**config.mk**
```make
export PLATFORM = sky130hd
export DESIGN_NAME = apc_top
export DESIGN_NICKNAME = d
export VERILOG_FILES = /design/src/rtl/apc_pkg.sv /design/src/rtl/apc_top.sv
export SDC_FILE = /design/constraint.sdc
export NUM_CORES = 1
export LEC_CHECK = 0
export BUFFER_PORTS_ARGS = -buffer_cell sky130_fd_sc_hd__buf_2
export CAP_MARGIN = 20
export CELL_PAD_IN_SITES_DETAIL_PLACEMENT = 1
export CELL_PAD_IN_SITES_GLOBAL_PLACEMENT = 1
export CORE_ASPECT_RATIO = 0.8
export CORE_MARGIN = 4
export CORE_UTILIZATION = 46
export DETAILED_ROUTE_END_ITERATION = 12
export PLACE_DENSITY_LB_ADDON = 0.2
export SYNTH_ARGS = -nofsm -noshare
export SYNTH_HDL_FRONTEND = slang
export SYNTH_SLANG_ARGS = --single-unit
```
**constraint.sdc**
```tcl
create_clock -name core_clk_in -period 5.7 [get_ports core_clk_in]
set_input_delay 0.855 -clock core_clk_in [delete_from_list [all_inputs] [get_ports core_clk_in]]
set_output_delay 0.855 -clock core_clk_in [all_outputs]
set_load 0.01 [all_outputs]
```
**src/rtl/apc_pkg.sv**
```systemverilog
// apc_pkg: constants and carrier types of the alarm-driven pwm cutoff block.
// assumes a single 40 mhz core clock and a 32-bit avalon-mm register bus.
`default_nettype none

package apc_pkg;

  // clocking
  localparam int CLK_HZ = 40_000_000;
  localparam int PWM_PERIOD_US = 100;
  localparam int PWM_DUTY_PCT = 50;
  localparam logic [15:0] PWM_PERIOD_CYC = 16'(PWM_PERIOD_US * (CLK_HZ / 1_000_000));
  localparam logic [15:0] PWM_ACTIVE_CYC = 16'((PWM_PERIOD_US * (CLK_HZ / 1_000_000))
                                               * PWM_DUTY_PCT / 100);
  localparam int SUB_CLK_HZ = 32768;

  // register byte offsets
  localparam logic [7:0] REG_CTRL = 8'h00;
  localparam logic [7:0] REG_TIME = 8'h04;
  localparam logic [7:0] REG_DATE = 8'h08;
  localparam logic [7:0] REG_ALARM = 8'h0c;
  localparam logic [7:0] REG_STATUS = 8'h10;
  localparam logic [7:0] REG_MASK = 8'h14;
  localparam logic [7:0] REG_CUTOFF = 8'h18;

  // control bits
  localparam int CTRL_RTC_RUN = 0;
  localparam int CTRL_PWM_RUN = 1;
  localparam int CTRL_ALARM_EN = 2;
  localparam int CTRL_CUT_EN = 3;
  localparam int CTRL_ROUTE_EN = 4;
  localparam int CTRL_FIX_LSB = 5;
  localparam logic [7:0] CTRL_RST = 8'h18;

  // fixed-cycle selections
  localparam logic [2:0] FIX_OFF = 3'h0;
  localparam logic [2:0] FIX_SEC = 3'h1;
  localparam logic [2:0] FIX_MIN = 3'h2;
  localparam logic [2:0] FIX_HOUR = 3'h3;
  localparam logic [2:0] FIX_DAY = 3'h4;

  // status / mask bits
  localparam int ST_ALARM = 0;
  localparam int ST_CUTOFF = 1;
  localparam int ST_PERIOD = 2;
  localparam int ST_FIXED = 3;
  localparam logic [3:0] MASK_RST = 4'h1;

  // bcd limits
  localparam logic [7:0] BCD_SEC_MAX = 8'h59;
  localparam logic [7:0] BCD_HOUR_MAX = 8'h23;
  localparam logic [2:0] WDAY_MAX = 3'h6;

  typedef struct packed {
    logic [2:0] wday;
    logic [5:0] hour;
    logic [6:0] min;
    logic [6:0] sec;
  } apc_time_t;

  typedef struct packed {
    logic [7:0] year;
    logic [4:0] month;
    logic [5:0] day;
  } apc_date_t;

  typedef struct packed {
    logic [6:0] wdays;
    logic [5:0] hour;
    logic [6:0] min;
  } apc_alarm_t;

  // tuesday (0 = sunday), 0:00:00
  localparam apc_time_t TIME_RST = '{wday: 3'h2, hour: 6'h00, min: 7'h00, sec: 7'h00};
  // first day of the first month, year 2013 held as bcd 13
  localparam apc_date_t DATE_RST = '{year: 8'h13, month: 5'h01, day: 6'h01};
  // 2:00 on every weekday
  localparam apc_alarm_t ALARM_RST = '{wdays: 7'h7f, hour: 6'h02, min: 7'h00};

endpackage

`default_nettype wire

```
**src/rtl/apc_top.sv**
```systemverilog
// apc_top: calendar with alarm, event route and pwm timer with forced cutoff.
// assumes an avalon-mm master on core_clk_in and a free 32.768 khz sub clock.
`default_nettype none

module apc_top #(
  parameter int SUB_TICKS_PER_SEC = apc_pkg::SUB_CLK_HZ
) (
  // clock and reset
  input wire logic core_clk_in,
  input wire logic sys_rst_in,
  // sub clock, sampled as data
  input wire logic sub_clk_in,
  // avalon-mm slave
  input wire logic [7:0] avs_address_in,
  input wire logic avs_read_in,
  input wire logic avs_write_in,
  input wire logic [31:0] avs_writedata_in,
  input wire logic [3:0] avs_byteenable_in,
  output logic [31:0] avs_readdata_out,
  output logic avs_waitrequest_out,
  // pin and interrupt
  output logic pwm_output_pin_out,
  output logic irq_out
);

  logic [7:0] ctrl_q;
  apc_pkg::apc_time_t time_q;
  apc_pkg::apc_time_t time_d;
  apc_pkg::apc_date_t date_q;
  apc_pkg::apc_alarm_t alarm_q;
  logic [3:0] status_q;
  logic [3:0] mask_q;
  logic [3:0] status_set;
  logic [3:0] status_clr;
  logic cutoff_q;
  logic [15:0] pwm_cnt_q;
  logic pwm_q;
  logic pwm_running;
  logic [2:0] sub_sync_q;
  logic sub_rise;
  logic [15:0] presc_q;
  logic sec_tick_q;
  logic tick_done_q;
  logic alarm_evt_q;
  logic route_q;
  logic fixed_evt;
  logic wait_q;
  logic [31:0] rdata_q;
  logic irq_q;
  logic [2:0] fix_sel;

  // byte-lane merge of a bus write into a stored word
  function automatic logic [31:0] be_merge(input logic [31:0] old, input logic [31:0] nw,
                                           input logic [3:0] be);
    logic [31:0] r;
    r = old;
    for (int i = 0; i < 4; i++) begin
      if (be[i]) begin
        r[i*8 +: 8] = nw[i*8 +: 8];
      end
    end
    be_merge = r;
  endfunction

  // one bcd step with wrap to zero past the top value
  function automatic logic [7:0] bcd_inc(input logic [7:0] v, input logic [7:0] top);
    if (v == top) begin
      bcd_inc = 8'h00;
    end else if (v[3:0] == 4'h9) begin
      bcd_inc = {v[7:4] + 4'h1, 4'h0};
    end else begin
      bcd_inc = v + 8'h01;
    end
  endfunction

  // a bus write completes at the edge that sees waitrequest low
  function automatic logic wr_sel(input logic [7:0] off);
    wr_sel = avs_write_in && !wait_q && (avs_address_in[7:2] == off[7:2]);
  endfunction

  function automatic logic [31:0] time_word(input apc_pkg::apc_time_t t);
    time_word = {5'h00, t.wday, 2'h0, t.hour, 1'b0, t.min, 1'b0, t.sec};
  endfunction

  function automatic apc_pkg::apc_time_t word_time(input logic [31:0] w);
    word_time = '{wday: w[26:24], hour: w[21:16], min: w[14:8], sec: w[6:0]};
  endfunction

  function automatic logic [31:0] date_word(input apc_pkg::apc_date_t d);
    date_word = {8'h00, d.year, 3'h0, d.month, 2'h0, d.day};
  endfunction

  function automatic logic [31:0] alarm_word(input apc_pkg::apc_alarm_t a);
    alarm_word = {9'h000, a.wdays, 2'h0, a.hour, 1'b0, a.min};
  endfunction

  // reserved bits of a bus word are dropped on the way into the fields
  function automatic apc_pkg::apc_date_t word_date(input logic [31:0] w);
    word_date = '{year: w[23:16], month: w[12:8], day: w[5:0]};
  endfunction

  function automatic apc_pkg::apc_alarm_t word_alarm(input logic [31:0] w);
    word_alarm = '{wdays: w[22:16], hour: w[13:8], min: w[6:0]};
  endfunction

  assign fix_sel = ctrl_q[apc_pkg::CTRL_FIX_LSB +: 3];
  assign sub_rise = sub_sync_q[1] && !sub_sync_q[2];
  assign pwm_running = ctrl_q[apc_pkg::CTRL_PWM_RUN] && !cutoff_q;

  // sub clock sampled as a level; only stages two and three feed the edge
  always_ff @(posedge core_clk_in or posedge sys_rst_in) begin
    if (sys_rst_in) begin
      sub_sync_q <= 3'h0;
    end else begin
      sub_sync_q <= {sub_sync_q[1:0], sub_clk_in};
    end
  end

  // one-second prescaler on sub clock edges
  always_ff @(posedge core_clk_in or posedge sys_rst_in) begin
    if (sys_rst_in) begin
      presc_q <= 16'h0000;
      sec_tick_q <= 1'b0;
    end else begin
      sec_tick_q <= 1'b0;
      if (!ctrl_q[apc_pkg::CTRL_RTC_RUN]) begin
        presc_q <= 16'h0000;
      end else if (sub_rise) begin
        if (presc_q == 16'(SUB_TICKS_PER_SEC - 1)) begin
          presc_q <= 16'h0000;
          sec_tick_q <= 1'b1;
        end else begin
          presc_q <= presc_q + 16'h0001;
        end
      end
    end
  end

  // next calendar time, 24-hour only
  always_comb begin
    time_d = time_q;
    time_d.sec = 7'(bcd_inc({1'b0, time_q.sec}, apc_pkg::BCD_SEC_MAX));
    if (time_q.sec == 7'(apc_pkg::BCD_SEC_MAX)) begin
      time_d.min = 7'(bcd_inc({1'b0, time_q.min}, apc_pkg::BCD_SEC_MAX));
      if (time_q.min == 7'(apc_pkg::BCD_SEC_MAX)) begin
        time_d.hour = 6'(bcd_inc({2'h0, time_q.hour}, apc_pkg::BCD_HOUR_MAX));
        if (time_q.hour == 6'(apc_pkg::BCD_HOUR_MAX)) begin
          time_d.wday = (time_q.wday == apc_pkg::WDAY_MAX) ? 3'h0 : time_q.wday + 3'h1;
        end
      end
    end
  end

  // calendar counters; a bus load wins over a tick in the same cycle
  always_ff @(posedge core_clk_in or posedge sys_rst_in) begin
    if (sys_rst_in) begin
      time_q <= apc_pkg::TIME_RST;
      date_q <= apc_pkg::DATE_RST;
      tick_done_q <= 1'b0;
    end else begin
      tick_done_q <= sec_tick_q;
      if (wr_sel(apc_pkg::REG_TIME)) begin
        time_q <= word_time(be_merge(time_word(time_q), avs_writedata_in, avs_byteenable_in));
      end else if (sec_tick_q) begin
        time_q <= time_d;
      end
      if (wr_sel(apc_pkg::REG_DATE)) begin
        date_q <= word_date(be_merge(date_word(date_q), avs_writedata_in, avs_byteenable_in));
      end
    end
  end

  // alarm and fixed-cycle events, judged once the new second has settled
  always_ff @(posedge core_clk_in or posedge sys_rst_in) begin
    if (sys_rst_in) begin
      alarm_evt_q <= 1'b0;
      route_q <= 1'b0;
    end else begin
      // only the first second of the minute fires, so one event per match
      alarm_evt_q <= tick_done_q && ctrl_q[apc_pkg::CTRL_ALARM_EN] &&
                     ctrl_q[apc_pkg::CTRL_RTC_RUN] && (time_q.sec == 7'h00) &&
                     (time_q.min == alarm_q.min) && (time_q.hour == alarm_q.hour) &&
                     alarm_q.wdays[time_q.wday];
      route_q <= alarm_evt_q && ctrl_q[apc_pkg::CTRL_ROUTE_EN];
    end
  end

  always_comb begin
    case (fix_sel)
      apc_pkg::FIX_OFF: fixed_evt = 1'b0;
      apc_pkg::FIX_SEC: fixed_evt = tick_done_q;
      apc_pkg::FIX_MIN: fixed_evt = tick_done_q && time_q.sec == 7'h00;
      apc_pkg::FIX_HOUR: fixed_evt = tick_done_q && time_q.sec == 7'h00 && time_q.min == 7'h00;
      apc_pkg::FIX_DAY: fixed_evt = tick_done_q && time_q.sec == 7'h00 &&
                                    time_q.min == 7'h00 && time_q.hour == 6'h00;
      default: fixed_evt = 1'b0;
    endcase
  end

  // forced cutoff latch; a new request wins over a software clear
  always_ff @(posedge core_clk_in or posedge sys_rst_in) begin
    if (sys_rst_in) begin
      cutoff_q <= 1'b0;
    end else if (route_q && ctrl_q[apc_pkg::CTRL_CUT_EN]) begin
      cutoff_q <= 1'b1;
    end else if (wr_sel(apc_pkg::REG_CUTOFF) && avs_byteenable_in[0] && avs_writedata_in[0]) begin
      cutoff_q <= 1'b0;
    end
  end

  // pwm: first half of each period inactive, second half high
  always_ff @(posedge core_clk_in or posedge sys_rst_in) begin
    if (sys_rst_in) begin
      pwm_cnt_q <= 16'h0000;
      pwm_q <= 1'b0;
    end else if (!pwm_running) begin
      // restart after a clear begins again at the inactive level
      pwm_cnt_q <= 16'h0000;
      pwm_q <= 1'b0;
    end else begin
      if (pwm_cnt_q == apc_pkg::PWM_PERIOD_CYC - 16'h0001) begin
        pwm_cnt_q <= 16'h0000;
      end else begin
        pwm_cnt_q <= pwm_cnt_q + 16'h0001;
      end
      pwm_q <= (pwm_cnt_q >= apc_pkg::PWM_ACTIVE_CYC);
    end
  end

  // sticky status, write one to clear, set wins
  always_comb begin
    status_set = 4'h0;
    status_set[apc_pkg::ST_ALARM] = alarm_evt_q;
    status_set[apc_pkg::ST_CUTOFF] = route_q && ctrl_q[apc_pkg::CTRL_CUT_EN];
    status_set[apc_pkg::ST_PERIOD] = pwm_running &&
                                     (pwm_cnt_q == apc_pkg::PWM_PERIOD_CYC - 16'h0001);
    status_set[apc_pkg::ST_FIXED] = fixed_evt;
    status_clr = 4'h0;
    if (wr_sel(apc_pkg::REG_STATUS) && avs_byteenable_in[0]) begin
      status_clr = avs_writedata_in[3:0];
    end
  end

  always_ff @(posedge core_clk_in or posedge sys_rst_in) begin
    if (sys_rst_in) begin
      status_q <= 4'h0;
      irq_q <= 1'b0;
    end else begin
      status_q <= (status_q & ~status_clr) | status_set;
      irq_q <= |(status_q & mask_q);
    end
  end

  // software-written configuration
  always_ff @(posedge core_clk_in or posedge sys_rst_in) begin
    if (sys_rst_in) begin
      ctrl_q <= apc_pkg::CTRL_RST;
      mask_q <= apc_pkg::MASK_RST;
      alarm_q <= apc_pkg::ALARM_RST;
    end else begin
      if (wr_sel(apc_pkg::REG_CTRL) && avs_byteenable_in[0]) begin
        ctrl_q <= avs_writedata_in[7:0];
      end
      if (wr_sel(apc_pkg::REG_MASK) && avs_byteenable_in[0]) begin
        mask_q <= avs_writedata_in[3:0];
      end
      if (wr_sel(apc_pkg::REG_ALARM)) begin
        alarm_q <= word_alarm(be_merge(alarm_word(alarm_q), avs_writedata_in,
                                       avs_byteenable_in));
      end
    end
  end

  // bus slave: every access waits exactly one cycle, then completes
  always_ff @(posedge core_clk_in or posedge sys_rst_in) begin
    if (sys_rst_in) begin
      wait_q <= 1'b1;
      rdata_q <= 32'h0000_0000;
    end else begin
      if ((avs_read_in || avs_write_in) && wait_q) begin
        wait_q <= 1'b0;
      end else begin
        wait_q <= 1'b1;
      end
      if (avs_read_in && wait_q) begin
        case ({avs_address_in[7:2], 2'b00})
          apc_pkg::REG_CTRL: rdata_q <= {24'h000000, ctrl_q};
          apc_pkg::REG_TIME: rdata_q <= time_word(time_q);
          apc_pkg::REG_DATE: rdata_q <= date_word(date_q);
          apc_pkg::REG_ALARM: rdata_q <= alarm_word(alarm_q);
          apc_pkg::REG_STATUS: rdata_q <= {28'h0000000, status_q};
          apc_pkg::REG_MASK: rdata_q <= {28'h0000000, mask_q};
          apc_pkg::REG_CUTOFF: rdata_q <= {29'h00000000, pwm_q, pwm_running, cutoff_q};
          default: rdata_q <= 32'h0000_0000;
        endcase
      end
    end
  end

  assign avs_readdata_out = rdata_q;
  assign avs_waitrequest_out = wait_q;
  assign pwm_output_pin_out = pwm_q;
  assign irq_out = irq_q;

endmodule

`default_nettype wire

```
==> results of run 1 <==
==> registers in the layout (all words and copies together), names as in the netlist, 3 cells and up <==
signal            count
alarm_q              20
avs_readdata_out     26
ctrl_q                8
date_q               19
mask_q                4
presc_q              16
pwm_cnt_q            16
status_q              4
sub_sync_q            3
time_q               23
==> cell type report <==
cell class | count | area, um2
Clock buffer | 19 | 442.9
Inverter | 21 | 83.83
Multi-Input combinational cell | 518 | 3598
Fill cell | 1762 | 7350
Clock inverter | 13 | 133.9
Tap cell | 215 | 269.0
Sequential cell | 147 | 3701
Timing Repair Buffer | 73 | 375.4
==> cell usage in the layout, fill, tap and decap left out, types with 18 or more instances in the layout <==
master / Yosys / routed
a21oi_1: 31 / 31
a22oi_1: 19 / 19
buf_2: 8 / 69
dfrtp_1: 129 / 129
dfstp_2: 18 / 18
ha_1: 20 / 20
inv_1: 21 / 20
mux2_2: 57 / 57
nand2_1: 60 / 60
nand3_1: 31 / 31
nor2_1: 54 / 54
o21ai_0: 41 / 41
xnor2_1: 22 / 22
xor2_1: 18 / 18
==> kinds of logic after synthesis <==
| kind of cell | count (synthesis) | share of synthesized area |
|---|---|---|
| flip-flops | 147 | 0.4895 |
| AO/OA/AOI/OAI | 143 | 0.1256 |
| other | 1 | 0.0004960 |
| buffers and inverters | 60 | 0.03707 |
| adder cells (fa/ha/maj) | 20 | 0.03310 |
| XOR/XNOR | 40 | 0.04633 |
| multiplexers | 68 | 0.1016 |
| AND/OR/NAND/NOR | 241 | 0.1663 |
==> per-stage QoR <==
stage                     instances    util  setup WS, ns  hold slack [ns]  area, um2
after floorplan                 725       -        0.9235           0.3312       7580
after global placement          973  0.5027         2.468           0.3345       8020
after detailed placement        973  0.5027         2.335           0.3425       8020
after CTS                      1005  0.5389         2.768           0.3566       8597
after global routing           1006  0.5393         2.632           0.3687       8605
final                          1006  0.5393         2.740           0.3550       8605
==> worst max-delay path, cell delays in order <==
cell	delay [ns]
buf_2	0.14
or4b_1	0.69
nor2_4	0.81
a22oi_1	0.36
a211oi_1	0.33
a21oi_1	0.07
==> how the worst max path moves through the flow <==
stage	end	slack (ns)	cells past startpoint
2_1_floorplan	alarm_evt_q	0.92	1
4_1_cts	time_q[10]	2.77	6
3_5_place_dp	time_q[20]	2.33	6
5_1_grt	time_q[20]	2.63	6
3_3_place_gp	time_q[20]	2.47	6
6_report	time_q[20]	2.74	6
==> where the power goes <==
part,internal (mW),switching [mW],leakage [nW]
clock network,0.654,0.461,0.279
registers,1.08,0.0399,1.91
logic,0.0667,0.108,1.62
==> per-layer routing <==
| metal | up-vias | global-route usage |
|---|---|---|
| met5 | - | 0 |
| met4 | 0 | 0.05379 |
| met3 | 24 | 0.05168 |
| met2 | 154 | 0.4022 |
| met1 | 3066 | 0.3254 |
| li1 | 2718 | - |
==> run_results.csv, run 1 <==
group,metric,value,unit
outcome,status,"finished, final reports clean",
synthesis,syn_avg_cell_area,10.50,um2
detailed_routing,wire_per_inst,21.45,um
critical_path,cp-end-kind,"flip-flop",
clocking,holdBufCountCts,0,
detailed_routing,finalWirelength,21.58,mm
critical_path,r2r_slack,3.09,ns
critical_path,rr_worst_depth,5,
critical_path,timing.rr.end,"time_q[20]",
layout,nets,847,
synthesis,synth.yosys.seq_area_share,0.4895,
place,io_buffer_count,69,
clocking,cts_tree,"done",
detailed_routing,drc_errors,0,
synthesis,syn_inst,720,
synthesis,yosysUniqueCellTypes,61,
critical_path,required,5.99,ns
clocking,cts_resized,0,
synthesis,synth_area_leaders,"dfrtp_1 43%, mux2_2 8.5%, dfstp_2 6.3%",
layout,drive_above_1_share,0.2389,
sta,fmax,337.8,MHz
critical_path,path_max_fanout,40,
clocking,cts.path.max_buffers,2,
synthesis,synth_commonest_cells,"129 x dfrtp_1, 60 x nand2_1, 57 x mux2_2",
clocking,postCtsSetupRepairBufs,0,
synthesis,synth_warnings,0,
place,routabilityCongestion,0.8630,
synthesis,synth_top_area_cell,"dfrtp_1",
power_and_ir_drop,finalPower,2.406,mW
synthesis,ys_async_sr_fraction,1.000,
sta,slew_headroom,0.3494,
sta,slew_violations,0,
die,rows,41,
sta,fin_crit,2.960,ns
sta,worst_pin_slew,0.9736,ns
worst_hold_path,hold_depth,0,
die,dieArea,18560,um2
die,initial_core_util,0.4739,
detailed_routing,top_layer,"met4",
grt,grt-ovfl-total,0,
critical_path,crit_path_start,"avs_address_in[7]",
detailed_routing,viasPerCell,5.926,
detailed_routing,wl_met3,1.189,mm
clocking,numCtsBuffers,17,
die,core_area,15950,um2
flow_run,drv_cap,0,
clocking,clk_pin_slew,0.06,ns
detailed_routing,first_pass_iters,5,
synthesis,ys.flop_type,"dfrtp_1",
synthesis,yosysMostFrequentCell,"dfrtp_1",
clocking,cts_root_buffer,"clkbuf_16",
clocking,cts.sinks,147,
power_and_ir_drop,p_per_area,279.7,nW/um2
critical_path,r2r_start,"avs_waitrequest_out",
critical_path,critical_path_class,"primary input to flip-flop",
grt,grt_start_max_net_pins,105,
synthesis,netlist_area,7561,um2
power_and_ir_drop,ir_drop,0.2166,mV
synthesis,ys_seq_elements,147,
detailed_routing,via_count,5962,
synthesis,synth_edf_count,0,
sta,setup_viol,0,
die,die_y,122.7,um
grt,track_usage,0.2413,
critical_path,start_kind,"primary input",
detailed_routing,antenna_left,0,
worst_hold_path,hp-class,"flip-flop to flip-flop",
sta,hold_viol,0,
grt,antenna_found_initial,1,
place,dp_hpwl,15.13,mm
detailed_routing,drt-met1-wl,9.827,mm
worst_hold_path,hold-path-endpoint,"sub_sync_q[1]",
sta,rsz0062_at_grt,"false",
die,dieWidth,151.3,um
critical_path,cp.arrival,3.25,ns
grt,grt_pass1_wl,34.25,mm
synthesis,yosysTopAreaCellShare,0.4269,
sta,post-route-period-util,0.5194,
die,ioPinCount,84,
clocking,clk_latency,0.43,ns
sta,setup-tns-final,0,ns
power_and_ir_drop,leakage,3.807,nW
sta,skew,0.009160,ns
clocking,cts.htree.levels,4,
detailed_routing,dr_wl_met2,10.35,mm
detailed_routing,drt_iter0_markers,400,
layout,area_growth,13.80,%
worst_hold_path,worstHoldStart,"sub_sync_q[0]",
grt,first_global_vias,6204,
layout,n_antenna_cell,0,
(Power assumes the default switching activity.)
==> run 2: changes to the inputs <==
Settings changed: ABC_AREA from default to 1, CORE_UTILIZATION 46 to 44.
Clock period 5.7 ns to 3.1 ns, I/O delays scaled along.
==> run 2 against run 1 <==
Sequential power up 84%. Design area up 7.1%. Critical path depth up 3.
==> run_results.csv, run 2 <==
group,metric,value,unit
outcome,status,"finished, final reports clean",
layout,largest_reg_flops,26,
synthesis,ys.flop_type,"dfrtp_1",
place,dp_hpwl,18.86,mm
sta,slew_headroom,0.6133,
critical_path,slowest_stage,"dfrtp_1",
layout,mostFrequentLayoutCells,"328 x nand2_1, 129 x dfrtp_1, 109 x inv_1",
place,dp_cells,1332,
detailed_routing,via_count,7448,
layout,drive_above_1_share,0.1396,
clocking,cts_resized,0,
synthesis,yosysUniqueCellTypes,43,
detailed_routing,viasPerCell,5.460,
detailed_routing,drc_errors,0,
synthesis,synth_commonest_cells,"328 x nand2_1, 129 x dfrtp_1, 110 x inv_1",
critical_path,start_kind,"flip-flop",
power_and_ir_drop,leakage,4.503,nW
sta,post-route-period-util,0.6914,
critical_path,rr_worst_depth,9,
layout,design_area,9215,um2
die,initial_core_util,0.4565,
critical_path,path_max_fanout,5,
grt,antenna_found_initial,0,
power_and_ir_drop,ir_drop,0.2523,mV
clocking,cts_root_buffer,"clkbuf_16",
die,die_y,129.0,um
clocking,holdBufCountCts,0,
die,ioPinCount,84,
critical_path,required,3.44,ns
clocking,numCtsBuffers,17,
synthesis,synth_edf_count,0,
detailed_routing,wire_per_inst,18.70,um
detailed_routing,first_pass_iters,5,
sta,skew,0.01112,ns
synthesis,netlist_area,8056,um2
grt,track_usage,0.2582,
critical_path,r2r_slack,0.96,ns
grt,first_global_vias,7650,
grt,grt_pass1_wl,41.81,mm
detailed_routing,antenna_left,0,
critical_path,cp.arrival,2.48,ns
critical_path,r2r_start,"time_q[8]",
worst_hold_path,hp-class,"primary input to asynchronous set/reset pin",
layout,n_antenna_cell,0,
sta,fin_crit,2.143,ns
die,rows,43,
synthesis,syn_avg_cell_area,7.651,um2
grt,grt-ovfl-total,0,
synthesis,ys_seq_elements,147,
die,dieWidth,159.3,um
critical_path,critical_path_class,"flip-flop to flip-flop",
critical_path,crit_chain,"inv_1 -> ha_1 -> nand2_1 -> nor2_1 -> nand3_1 -> o21ai_1 -> nand3_1 -> nand2_1 -> nand2_1",
clocking,clk_pin_slew,0.07,ns
sta,worst_pin_slew,0.5779,ns
clocking,cts.path.max_buffers,2,
synthesis,ys_async_sr_fraction,1.000,
critical_path,cp-end-kind,"flip-flop",
critical_path,timing.rr.end,"time_q[20]",
detailed_routing,finalWirelength,25.51,mm
sta,hold_viol,0,
sta,rsz0062_at_grt,"false",
sta,slew_violations,0,
sta,fmax,466.5,MHz
die,core_area,17650,um2
synthesis,yosysTopAreaCellShare,0.4007,
critical_path,slowest_delay,0.44,ns
power_and_ir_drop,p_per_area,489.7,nW/um2
die,dieArea,20550,um2
place,io_buffer_count,69,
clocking,cts.sinks,147,
clocking,postCtsSetupRepairBufs,0,
synthesis,synth_top_area_cell,"dfrtp_1",
place,routabilityCongestion,0.8573,
grt,grt_start_max_net_pins,60,
synthesis,synth.yosys.seq_area_share,0.4594,
synthesis,syn_inst,1053,
clocking,clk_latency,0.44,ns
synthesis,synth_warnings,0,
clocking,cts_tree,"done",
clocking,cts.htree.levels,4,
flow_run,drv_cap,0,
place,placed_area,8632,um2
sta,setup_viol,0,
synthesis,yosysMostFrequentCell,"nand2_1",
layout,final_common_cell,"nand2_1",
layout,nets,1195,
sta,setup-tns-final,0,ns
detailed_routing,drt_iter0_markers,529,
synthesis,synth_area_leaders,"dfrtp_1 40%, nand2_1 15%, dfstp_2 5.9%",
layout,final-instance-count-excl-fill,1364,
critical_path,timing.critical_path.mode_cell,"nand2_1",
layout,area_growth,14.38,%
[run 2: cell count changes after synthesis, moves of 16 or more]
cell / previous run / this run
nor2_1: 54 / 98
mux2_2: 57 / 0
a22oi_1: 19 / 2
nand3_1: 31 / 69
nand2_1: 60 / 328
o21ai_1: 1 / 28
inv_1: 21 / 110
xnor2_1: 22 / 6
o21ai_0: 41 / 81
[run 2: through the flow]
stage | worst slack (ns) | hold slack (ns) | power [mW] | util
2_1_floorplan | 0.8027 | 0.3312 | 2.301 | -
3_3_place_gp | 0.9543 | 0.3534 | 2.434 | 0.4892
3_5_place_dp | 0.8828 | 0.3561 | 2.450 | 0.4892
4_1_cts | 0.9823 | 0.01649 | 4.537 | 0.5222
5_1_grt | 0.7553 | 0.04021 | 4.680 | 0.5222
6_report | 0.9566 | 0.01338 | 4.513 | 0.5222
[run 2: how the worst max path moves through the flow]
stage,startpoint,to,slack [ns],depth (start not counted)
after floorplan,sys_rst_in,alarm_evt_q,0.80,1
after detailed placement,avs_address_in[7],time_q[5],0.88,9
after global routing,time_q[8],time_q[20],0.76,9
after global placement,avs_address_in[5],time_q[20],0.95,9
final,time_q[8],time_q[20],0.96,9
after CTS,time_q[8],time_q[20],0.98,9
[run 2: worst max-delay path, delay by kind of cell, from the launching register on]
family	cells	cell delay, ns
AO/OA/AOI/OAI	1	0.36
adder cells (fa/ha/maj)	1	0.19
AND/OR/NAND/NOR	6	0.90
flip-flops	1	0.44
buffers and inverters	1	0.14
[run 2: cells by family after synthesis]
logic type | count (synthesis) | synth area share
other | 1 | 0.0004655
AOI/OAI and AO/OA | 154 | 0.1037
DFF | 147 | 0.4594
adders and majority gates | 20 | 0.03106
and+or+nand+nor | 562 | 0.3039
xor gates and xnor gates | 24 | 0.02609
buffers and inverters | 145 | 0.07532
[run 2: final cells by class]
cell class / instances / area, um2
repair buffers: 78 / 437.9
clock inverters: 14 / 143.9
fillers: 2236 / 8432
flip-flops and latches: 147 / 3701
multi-input cells: 766 / 3767
clock buffers: 18 / 439.2
well taps: 225 / 281.5
inverters: 116 / 444.2
[run 2: report_power, final]
part,switching [mW],internal [mW]
clock network,0.938,1.15
registers,0.0684,1.99
logic,0.253,0.115
total,1.26,3.25
[run 2: layer usage]
layer	GRT usage	vias to the layer above	share of wire
met5	0	-	0
met4	0.07092	0	0.018
met3	0.04642	28	0.052
met2	0.4079	196	0.45
met1	0.3711	3702	0.48
li1	-	3522	-
==> run 3: changes to the inputs <==
Clock period 3.1 ns to 2.03 ns, I/O delays scaled along.
==> run 3 against run 2 <==
Sequential power rose by 52%. Combinational power rose by 57%. Count of clock-buffer cells in the layout rose by 1. Clock power rose by 62%. Design area rose by 2.0%. Worst setup slack got worse by 0.78 ns. Register-to-register slack got worse by 0.78 ns. Final cell count rose by 1.1%. Maximum frequency rose by 16%. Largest cell class unchanged. Highest routed layer unchanged. Hold slack improved by 0.027 ns.
==> run_results.csv, run 3 (synthesized netlist as in run 2, its figures left out) <==
group,metric,value,unit
detailed_routing,drc_errors,0,
place,dp_hpwl,18.99,mm
die,die_y,129.0,um
place,routabilityCongestion,0.8944,
die,ioPinCount,84,
outcome,status,"finished, final reports clean",
power_and_ir_drop,power_frac_comb,0.082,
clocking,clk_latency,0.44,ns
detailed_routing,antenna_left,0,
worst_hold_path,hold-path-endpoint,"avs_waitrequest_out",
critical_path,critical-path-top-delay-family,"simple AND/OR/NAND/NOR gates",
critical_path,timing.critical_path.mode_cell,"nand2_1",
detailed_routing,drt_iter0_markers,532,
layout,num-fill-cells,2241,
layout,nets,1210,
critical_path,path_max_fanout,9,
critical_path,critical_path_class,"flip-flop to flip-flop",
critical_path,timing.rr.end,"time_q[7]",
layout,area_growth,16.66,%
detailed_routing,finalWirelength,25.80,mm
flow_run,drv_cap,0,
power_and_ir_drop,pwr-share-seq,0.442,
sta,layout_setup_ws,0.1762,ns
critical_path,slowest_stage,"dfrtp_1",
detailed_routing,first_pass_iters,5,
grt,first_global_vias,7597,
die,core_area,17650,um2
layout,final_common_cell,"nand2_1",
grt,grt_pass1_wl,41.57,mm
clocking,cts.sinks,147,
power_and_ir_drop,ir_drop,0.4727,mV
detailed_routing,wire_per_inst,18.71,um
sta,skew,0.009591,ns
sta,slew_violations,0,
sta,rsz0062_at_grt,"false",
sta,setup_viol,0,
critical_path,rr_worst_depth,11,
power_and_ir_drop,power_switching,1.881,mW
sta,hold_viol,0,
clocking,cts.htree.levels,4,
die,initial_core_util,0.4565,
power_and_ir_drop,leakage,4.598,nW
critical_path,r2r_slack,0.18,ns
power_and_ir_drop,p_int,5.213,mW
sta,post-route-period-util,0.9132,
clocking,cts_root_buffer,"clkbuf_16",
critical_path,cp-end-kind,"flip-flop",
place,placed_area,8735,um2
critical_path,cp.arrival,2.19,ns
grt,antenna_found_initial,0,
power_and_ir_drop,clkPwrFrac,0.476,
layout,largest_reg_flops,26,
worst_hold_path,hold_depth,2,
sta,fin_crit,1.854,ns
grt,grt-ovfl-total,0,
critical_path,required,2.37,ns
critical_path,slowest_delay,0.42,ns
die,rows,43,
critical_path,r2r_start,"time_q[1]",
clocking,cts.path.max_buffers,2,
power_and_ir_drop,switching_share,0.2652,
worst_hold_path,worstHoldStart,"avs_read_in",
grt,grt_start_max_net_pins,61,
grt,track_usage,0.2581,
critical_path,crit_chain,"inv_2 -> ha_1 -> nand2_1 -> nor2_2 -> nand3_2 -> o21ai_4 -> buf_12 -> nand2_4 -> inv_4 -> nand2_1 -> o21ai_1",
power_and_ir_drop,p_per_area,754.7,nW/um2
critical_path,path_buf_inv,3,
clocking,numCtsBuffers,17,
place,io_buffer_count,69,
worst_hold_path,hp-class,"primary input to flip-flop",
sta,setup-tns-final,0,ns
layout,design_area,9399,um2
sta,fmax,539.4,MHz
layout,drive_above_1_share,0.1525,
detailed_routing,via_count,7434,
detailed_routing,viasPerCell,5.391,
clocking,clk_pin_slew,0.07,ns
critical_path,start_kind,"flip-flop",
clocking,cts_tree,"done",
die,dieArea,20550,um2
layout,n_antenna_cell,0,
place,dp_slack,0.07798,ns
die,dieWidth,159.3,um
layout,mostFrequentLayoutCells,"327 x nand2_1, 128 x dfrtp_1, 108 x inv_1",
[run 3: through the flow]
stage               utilization  power (mW)  instances  hold slack, ns
CTS                      0.5309       7.117       1378         0.02984
global route             0.5326       7.346       1379         0.05784
detailed placement       0.4950       3.750       1344          0.3371
finish                   0.5326       7.094       1379         0.04043
global placement         0.4950       3.729       1344          0.3388
floorplan                     -       3.513       1058          0.3312
[run 3: layout make-up]
| type | count | area, um2 | share of cell area |
|---|---|---|---|
| multi-input cells | 766 | 3776 | 0.4018 |
| inverters | 116 | 444.2 | 0.04726 |
| clock inverters | 13 | 171.4 | 0.01824 |
| well taps | 225 | 281.5 | 0.02995 |
| clock buffers | 19 | 442.9 | 0.04712 |
| flip-flops and latches | 147 | 3702 | 0.3939 |
| repair buffers | 93 | 580.6 | 0.06177 |
[run 3: repair_timing]
item                                   4_1_cts  5_1_grt
gates resized for setup                      0        5
hold buffers                                 2        0
setup buffers                                0        1
setup endpoints to repair                    0       16
endpoints found under the hold margin       14        0
[run 3: worst max path at each step]
stage | startpoint | endpoint | slack (ns) | cells after the start
floorplan | sys_rst_in | alarm_evt_q | -0.11 | 1
global placement | time_q[1] | time_q[18] | 0.18 | 10
detailed placement | time_q[1] | time_q[18] | 0.08 | 10
CTS | time_q[1] | time_q[7] | 0.05 | 10
global route | time_q[1] | time_q[7] | 0.009 | 11
finish | time_q[1] | time_q[7] | 0.18 | 11
[run 3: metal layers]
| metal | GRT usage | wire (um) | share of wire | vias up |
|---|---|---|---|---|
| li1 | - | - | - | 3553 |
| met1 | 0.3787 | 12510 | 0.48 | 3666 |
| met2 | 0.4002 | 11520 | 0.45 | 186 |
| met3 | 0.04356 | 1386 | 0.054 | 29 |
| met4 | 0.07092 | 381 | 0.015 | 0 |
| met5 | 0 | 0 | 0 | - |
[run 3: power by group through the flow]
| stage | sequential (mW) | combinational [mW] | clock, mW |
|---|---|---|---|
| after floorplan | 3.15 | 0.366 | 0 |
| after global placement | 3.18 | 0.548 | 0 |
| after detailed placement | 3.18 | 0.566 | 0 |
| after CTS | 3.13 | 0.580 | 3.40 |
| after global routing | 3.15 | 0.654 | 3.54 |
| final | 3.14 | 0.579 | 3.38 |
[run 3: worst register-to-register path, cell delays in order, from the launching register on]
cell and delay, ns:
dfrtp_1 0.42, inv_2 0.10, ha_1 0.17, nand2_1 0.08, nor2_2 0.14, nand3_2 0.13
o21ai_4 0.19, buf_12 0.14, nand2_4 0.08, inv_4 0.12, nand2_1 0.07, o21ai_1 0.11
